**config.mk**
```make
export PLATFORM = sky130hd
export DESIGN_NAME = ast_timer
export DESIGN_NICKNAME = d
export VERILOG_FILES = /design/src/ast_pkg.sv /design/src/ast_timer.sv /design/src/ast_sync.sv /design/src/ast_irq.sv
export SDC_FILE = /design/constraint.sdc
export NUM_CORES = 1
export LEC_CHECK = 0
export BUFFER_PORTS_ARGS = -buffer_cell sky130_fd_sc_hd__buf_2
export CORE_MARGIN = 4
export CORE_UTILIZATION = 55
export CTS_BUF_LIST = sky130_fd_sc_hd__clkbuf_16
export DETAILED_ROUTE_END_ITERATION = 10
export PLACE_DENSITY = 0.75
export SLEW_MARGIN = 20
export SYNTH_ARGS = -nofsm -noshare
export SYNTH_HDL_FRONTEND = slang
export SYNTH_SLANG_ARGS = --single-unit
```
**constraint.sdc**
```tcl
create_clock -name clk -period 2.4 [get_ports clk]
set_clock_uncertainty 0.1 [all_clocks]
set_input_delay 0.48 -clock clk [delete_from_list [all_inputs] [get_ports clk]]
set_output_delay 0.48 -clock clk [all_outputs]
set_load 0.02 [all_outputs]
```
**src/ast_pkg.sv**
```systemverilog
// constants and register map of the async sixteen-bit timer
package ast_pkg;
  // register offsets
  localparam int AST_AW = 3;
  localparam logic [2:0] AST_OFS_CNT_LO = 3'h0;
  localparam logic [2:0] AST_OFS_CNT_HI = 3'h1;
  localparam logic [2:0] AST_OFS_CTRL = 3'h2;
  localparam logic [2:0] AST_OFS_FLAG = 3'h3;
  localparam logic [2:0] AST_OFS_MASK = 3'h4;
  localparam logic [2:0] AST_OFS_CMP_LO = 3'h5;
  localparam logic [2:0] AST_OFS_CMP_HI = 3'h6;
  localparam logic [2:0] AST_OFS_CMP_MODE = 3'h7;
  // timer_control_register fields
  localparam int AST_CTL_ON = 0;
  localparam int AST_CTL_EXT = 1;
  localparam int AST_CTL_SYNC_DIS = 2;
  localparam int AST_CTL_OSC_EN = 3;
  localparam int AST_CTL_W = 4;
  // peripheral_flag_register fields
  localparam int AST_FLAG_OVF = 0;
  localparam int AST_FLAG_W = 1;
  // compare_mode_field
  localparam int AST_MODE_W = 4;
  localparam logic [3:0] AST_MODE_SPECIAL = 4'hb;
  // reset values and count limits
  localparam logic [7:0] AST_BYTE_ZERO = 8'h00;
  localparam logic [3:0] AST_CTL_RST = 4'h0;
  localparam logic [3:0] AST_MODE_RST = 4'h0;
  localparam logic [15:0] AST_CNT_ZERO = 16'h0000;
  localparam logic [15:0] AST_CNT_MAX = 16'hffff;
  localparam logic [15:0] AST_CNT_ONE = 16'h0001;
endpackage

```
**src/ast_timer.sv**
```systemverilog
// sixteen_bit_timer: counter, clock selection, special event reset and registers
//
// Added by the designer: the register offsets and strobed register access.
`timescale 1ns/100ps
`default_nettype none
module ast_timer
  import ast_pkg::*;
(
  // clock and reset
  input wire logic clk,
  input wire logic rst_n,
  // register port
  input wire logic [AST_AW-1:0] addr,
  input wire logic [7:0] wdata,
  input wire logic wr,
  input wire logic rd,
  output logic [7:0] rdata,
  // processor state
  input wire logic sleep,
  // external clock and crystal pins
  input wire logic ext_clk,
  input wire logic crystal_input_pin,
  output logic crystal_amp_output_pin,
  output logic crystal_amp_oe,
  // towards the capture_compare_unit and the core
  output logic timebase_valid,
  output logic special_event,
  output logic irq,
  output logic wake
);
  // control and compare registers
  logic [AST_CTL_W-1:0] ctrl;
  logic [AST_FLAG_W-1:0] mask;
  logic [7:0] cmp_lo;
  logic [7:0] cmp_hi;
  logic [AST_MODE_W-1:0] cmp_mode;
  logic [15:0] count;
  logic [15:0] next_count;
  logic [7:0] count_low_byte;
  logic [7:0] count_high_byte;

  // clock sources after synchronization
  logic ext_level;
  logic ext_rise;
  logic xtal_level;
  logic xtal_rise;
  logic src_rise;
  logic sync_tick;

  // decoded conditions
  logic timer_on;
  logic ext_sel;
  logic unsync;
  logic osc_en;
  logic inc_tick;
  logic special_hit;
  logic ovf_evt;
  logic wr_lo;
  logic wr_hi;
  logic rd_flag;
  logic [AST_FLAG_W-1:0] status;
  logic [AST_FLAG_W-1:0] ovf_set;

  // both pin clocks pass two flops before any logic reads them
  ast_sync u_ext_sync (
    .clk(clk),
    .rst_n(rst_n),
    .async_in(ext_clk),
    .level(ext_level),
    .rise(ext_rise)
  );

  ast_sync u_xtal_sync (
    .clk(clk),
    .rst_n(rst_n),
    .async_in(crystal_input_pin),
    .level(xtal_level),
    .rise(xtal_rise)
  );

  // control field decode
  assign timer_on = ctrl[AST_CTL_ON];
  assign ext_sel = ctrl[AST_CTL_EXT];
  assign osc_en = ctrl[AST_CTL_OSC_EN];
  assign unsync = ext_sel & ctrl[AST_CTL_SYNC_DIS];
  assign wr_lo = wr && (addr == AST_OFS_CNT_LO);
  assign wr_hi = wr && (addr == AST_OFS_CNT_HI);
  assign rd_flag = rd && (addr == AST_OFS_FLAG);

  // byte views of the count for the register side
  assign count_low_byte = count[7:0];
  assign count_high_byte = count[15:8];

  // the crystal replaces the external clock pin while its oscillator runs
  assign src_rise = osc_en ? xtal_rise : ext_rise;

  // synchronized mode aligns each edge to the core phase once more
  always_ff @(posedge clk or negedge rst_n) begin
    if (!rst_n) begin
      sync_tick <= 1'b0;
    end else begin
      sync_tick <= src_rise;
    end
  end

  // increment source: core clock, realigned edge or the two-flop synchronizer edge without realignment
  always_comb begin
    if (!timer_on) begin
      inc_tick = 1'b0;
    end else if (!ext_sel) begin
      inc_tick = ~sleep;
    end else if (unsync) begin
      inc_tick = src_rise;
    end else begin
      inc_tick = sync_tick & ~sleep;
    end
  end

  // compare pair as period: trigger fires on match, not in unsync mode
  assign special_hit = (cmp_mode == AST_MODE_SPECIAL) && !unsync
    && (count == {cmp_hi, cmp_lo});

  // rollover only by counting, never by the trigger or a write
  assign ovf_evt = inc_tick && (count == AST_CNT_MAX) && !special_hit
    && !wr_lo && !wr_hi;
  // place the rollover event on its own flag bit, the rest stay clear
  always_comb begin
    ovf_set = '0;
    ovf_set[AST_FLAG_OVF] = ovf_evt;
  end

  // a write beats the trigger; trigger beats an increment
  always_comb begin
    next_count = count;
    if (wr_lo) begin
      next_count = {count[15:8], wdata};
    end else if (wr_hi) begin
      next_count = {wdata, count[7:0]};
    end else if (special_hit) begin
      next_count = AST_CNT_ZERO;
    end else if (inc_tick) begin
      next_count = count + AST_CNT_ONE;
    end
  end

  // the count itself
  always_ff @(posedge clk or negedge rst_n) begin
    if (!rst_n) begin
      count <= AST_CNT_ZERO;
    end else begin
      count <= next_count;
    end
  end

  // control and compare registers written by software
  always_ff @(posedge clk or negedge rst_n) begin
    if (!rst_n) begin
      ctrl <= AST_CTL_RST;
      mask <= '0;
      cmp_lo <= AST_BYTE_ZERO;
      cmp_hi <= AST_BYTE_ZERO;
      cmp_mode <= AST_MODE_RST;
    end else if (wr) begin
      unique case (addr)
        AST_OFS_CTRL: ctrl <= wdata[AST_CTL_W-1:0];
        AST_OFS_MASK: mask <= wdata[AST_FLAG_W-1:0];
        AST_OFS_CMP_LO: cmp_lo <= wdata;
        AST_OFS_CMP_HI: cmp_hi <= wdata;
        AST_OFS_CMP_MODE: cmp_mode <= wdata[AST_MODE_W-1:0];
        default: ;
      endcase
    end
  end

  // overflow flag, cleared by reading the flag register
  ast_irq #(
    .N(AST_FLAG_W)
  ) u_irq (
    .clk(clk),
    .rst_n(rst_n),
    .set(ovf_set),
    .clr(rd_flag),
    .mask(mask),
    .status(status),
    .irq(irq)
  );

  // read data one cycle after the strobe; the count lives in this domain,
  // so each byte is always a settled value even with a pin clock
  always_ff @(posedge clk or negedge rst_n) begin
    if (!rst_n) begin
      rdata <= AST_BYTE_ZERO;
    end else if (rd) begin
      unique case (addr)
        AST_OFS_CNT_LO: rdata <= count_low_byte;
        AST_OFS_CNT_HI: rdata <= count_high_byte;
        AST_OFS_CTRL: rdata <= 8'(ctrl);
        AST_OFS_FLAG: rdata <= 8'(status);
        AST_OFS_MASK: rdata <= 8'(mask);
        AST_OFS_CMP_LO: rdata <= cmp_lo;
        AST_OFS_CMP_HI: rdata <= cmp_hi;
        AST_OFS_CMP_MODE: rdata <= 8'(cmp_mode);
        default: rdata <= AST_BYTE_ZERO;
      endcase
    end else begin
      rdata <= AST_BYTE_ZERO;
    end
  end

  // crystal amplifier: inverting stage, not gated by sleep
  always_ff @(posedge clk or negedge rst_n) begin
    if (!rst_n) begin
      crystal_amp_output_pin <= 1'b0;
      crystal_amp_oe <= 1'b0;
    end else begin
      crystal_amp_output_pin <= osc_en & ~xtal_level;
      crystal_amp_oe <= osc_en;
    end
  end

  // side outputs to the compare unit and the core
  always_ff @(posedge clk or negedge rst_n) begin
    if (!rst_n) begin
      timebase_valid <= 1'b0;
      special_event <= 1'b0;
      wake <= 1'b0;
    end else begin
      timebase_valid <= ~unsync;
      special_event <= special_hit;
      wake <= irq & sleep;
    end
  end
endmodule
`default_nettype wire

```
**src/ast_sync.sv**
```systemverilog
// two-flop synchronizer with rising edge detection
`timescale 1ns/100ps
`default_nettype none
module ast_sync (
  // clock and reset
  input wire logic clk,
  input wire logic rst_n,
  // asynchronous input
  input wire logic async_in,
  // synchronized level and one-cycle rising pulse
  output logic level,
  output logic rise
);
  logic meta;
  logic last;

  // first flop feeds only the second
  always_ff @(posedge clk or negedge rst_n) begin
    if (!rst_n) begin
      meta <= 1'b0;
      level <= 1'b0;
    end else begin
      meta <= async_in;
      level <= meta;
    end
  end

  // edge detect on the settled level only
  always_ff @(posedge clk or negedge rst_n) begin
    if (!rst_n) begin
      last <= 1'b0;
      rise <= 1'b0;
    end else begin
      last <= level;
      rise <= level & ~last;
    end
  end
endmodule
`default_nettype wire

```
**src/ast_irq.sv**
```systemverilog
// sticky status bits, read-to-clear, masked onto one level interrupt
`timescale 1ns/100ps
`default_nettype none
module ast_irq #(
  parameter int N = 1
) (
  // clock and reset
  input wire logic clk,
  input wire logic rst_n,
  // events and software side
  input wire logic [N-1:0] set,
  input wire logic clr,
  input wire logic [N-1:0] mask,
  // state
  output logic [N-1:0] status,
  output logic irq
);
  logic [N-1:0] next_status;

  // set wins over a clear in the same cycle so no event is lost
  always_comb begin
    next_status = (status & ~{N{clr}}) | set;
  end

  always_ff @(posedge clk or negedge rst_n) begin
    if (!rst_n) begin
      status <= '0;
      irq <= 1'b0;
    end else begin
      status <= next_status;
      irq <= |(next_status & mask);
    end
  end
endmodule
`default_nettype wire

```
==> flow_summary.yaml <==
clocking:
  clk_pin_slew_ns: 0.06
  ctsRootBufferMaster: "clkbuf_16"
  clock_latency_ns: 0.34
  cts_buffers: 9
  hold_buffers: 0
  cts_buffer_depth: 2
  cts_tree: "built"
  clock-sinks: 65
  htree_levels: 3
floorplanning:
  die_height_um: 88.8
  dieWidth_um: 88.8
  dieArea_um2: 7890
  placementRows: 29
  start_util_pct: 56.6
  coreArea_um2: 6350
  io_pins: 32
worst_setup_path:
  crit_path_cell_trace: "nand4_1 -> or3_1 -> nor4_1 -> nand3_1 -> a21boi_0"
  ff2ff_path_depth: 5
  start_kind: "flop"
  cp.depth: 5
  criticalPathCategory: "reg -> reg"
  critical-path-top-delay-family: "simple AND/OR/NAND/NOR gates"
  critPathMaxFanout: 8
  cpMaxStageDelayCell: "dfrtp_1"
  worst_ep_arrival_time_ns: 2.42
  slowest_delay_ns: 0.54
  cp-end-kind: "flop"
  crit_buf_inv: 0
  required_ns: 2.55
layout:
  final_cells: 480
  nFillCells: 488
  multi_input_area_um2: 1820
  area_growth_pct: 18.4
  drive_gt1_share_pct: 31.3
  seq_area_um2: 1630
  final_nets: 417
  fin_util_pct: 67.0
  diodes: 0
sta:
  fin_setup_tns_ns: 0
  slew_viol_final: 0
  tightest_slew_ns: 0.518
  finalCritPeriodShare_pct: 94.7
  hold_violations: 0
  rsz0062_at_grt: "no"
  setup_viol: 0
  fmax_mhz: 440
  finalCriticalPeriod_ns: 2.27
  relSlewSlack_pct: 65.3
power:
  sw_frac_of_total_pct: 33.4
  p_sw_uw: 1270
  max-vdd-ir-drop_v: 0.000620
  combPwrFrac_pct: 24.1
  intPower_uw: 2540
  p_leak_uw: 0.00193
  powerDensity_nw_per_um2: 895
  p_clk_share_pct: 36.1
  power.share.sequential_pct: 39.8
yosys:
  muxShareOfSynthArea_pct: 9.96
  synth.most_common_cell: "dfrtp_1"
  synth_ff_type: "dfrtp_1"
  synth_area_leaders: "dfrtp_1 (45%), mux2_2 (9.4%), xor2_1 (3.9%), nand2_1 (2.9%), a21oi_1 (2.8%)"
  yosysSeqAreaShare_pct: 45.3
  synth_top_family_by_area: "simple AND/OR/NAND/NOR gates"
  synth_seq_cells: 65
  synthAdderAreaFrac_pct: 0.348
  syn_inst: 350
  synthXorXnorAreaFrac_pct: 3.90
  syn_nets: 369
  post_synth_num_cell_types: 62
  synth-edff-count: 0
  synth_top_cell_area_share_pct: 45.3
  yosys-top-cells-count: "dfrtp_1 (65), mux2_2 (30), nand2_1 (28), a21oi_1 (20), xor2_1 (16)"
  ys_warn_count: 0
  synth-compound-area-share_pct: 17.5
  synth.avg_cell_area_um2: 10.3
  synthSimpleGateAreaFrac_pct: 18.9
  syn-cell-area_um2: 3590
  asyncSetResetFlopFracSynth_pct: 100
  synth_area_leader_cell: "dfrtp_1"
hold_path:
  hold_class: "in -> async"
routing:
  drtIter0Drc: 466
  ant_nets: 0
  firstDrtPassIters: 6
  viasPerCell: 6.73
  drc_errors: 0
  wl_per_cell_um: 22.5
  drt_wl_total_mm: 10.8
  vias: 3232
grt:
  grt_pass1_vias: 3148
  grt_util_all_layers_pct: 30.0
  grt_pass1_wl_mm: 17.2
  grt_max_degree: 66
  grt-ovfl-total: 0
  antenna_found_initial: 0
placed_design:
  place_inst: 464
  port_buffers: 31
  finalWeightedCongestion: 0.949
  hpwl_mm: 7.68
status:
  outcome: "completed"
flow_run:
  cap_viol_max_count: 0
## path summary, 6_finish.rpt
check	from	endpoint	slack (ns)
max	count[8]	u_irq.irq	0.13
max in group asynchronous	rst_n	count[1]	1.85
min reg2reg	u_ext_sync.meta	u_ext_sync.level	0.25
min in group clk	crystal_input_pin	u_xtal_sync.meta	0.15
min	rst_n	count[3]	0.06
max reg2reg	count[8]	u_irq.irq	0.13
## cells by family after synthesis
kind of cell               count (synthesis)
AOI/OAI and AO/OA                         90
xor gates and xnor gates                  16
adders and majority gates                  1
buffers and inverters                     27
DFF                                       65
muxes                                     32
and+or+nand+nor                          119
## worst reg2reg max path: stages, from the launching register on
cell and delay (ns):
dfrtp_1 0.54, nand4_1 0.32, or3_1 0.50, nor4_1 0.24, nand3_1 0.25, a21boi_0 0.24
## flip-flops by register name, indices dropped and copies added, names as in the netlist, 4 cells and up
name / count
count: 16
cmp_lo: 8
ctrl: 4
rdata: 8
cmp_hi: 8
cmp_mode: 4
## per-stage QoR
stage | cell area, µm² | total power (µW) | hold slack [ns] | setup slack, ns
floorplan | 3590 | 2070 | 0.0844 | 0.471
CTS | 4250 | 3790 | 0.0733 | 0.0964
global placement | 3940 | 2380 | 0.237 | 0.109
finish | 4250 | 3810 | 0.0610 | 0.127
global route | 4250 | 3960 | 0.0911 | 0.0343
detailed placement | 3940 | 2410 | 0.239 | 0.131
## layout by cell type (no fill, tap or decap), types with 5 or more instances in the layout
cell	n
dfrtp_1	63
buf_2	31
mux2_2	30
nand2_1	28
buf_4	28
a21oi_1	20
xor2_1	16
nand3_1	12
nor2b_1	11
o22ai_1	11
nor3_1	10
nor2_1	9
and3_1	9
clkbuf_16	9
o21ai_0	8
nor4_1	6
o211a_1	6
a31oi_1	5
o211ai_1	5
a22oi_1	5
nand4_1	5
## repair_timing
item / CTS / global route
setup buffers: 0 / 0
setup endpoints to repair: 0 / 1
resized for setup: 0 / 2
## power by group through the flow
| stage | clock network (µW) | registers, µW | logic (µW) |
|---|---|---|---|
| after floorplan | 0 | 1460 | 608 |
| after global placement | 0 | 1510 | 871 |
| after detailed placement | 0 | 1520 | 891 |
| after CTS | 1380 | 1500 | 900 |
| after global routing | 1430 | 1530 | 997 |
| final | 1370 | 1520 | 917 |
## routing by layer
layer  share of wire, %  vias to the layer above  global-route usage (%)
met5                  0                        -                       0
met4                5.4                        0                    18.1
met3                 11                       45                    6.80
met2                 43                      230                    43.1
met1                 40                     1555                    41.2
li1                   -                     1402                       -
## layout make-up
type                       instances  share of cell area [%]
multi-input combinational        258                    42.7
inverter                           4                   0.353
clock buffer                       9                    5.30
sequential                        65                    38.3
clock inverter                     7                    1.97
timing repair buffer              60                    9.06
tap                               77                    2.27
(Power assumes the default switching activity.)
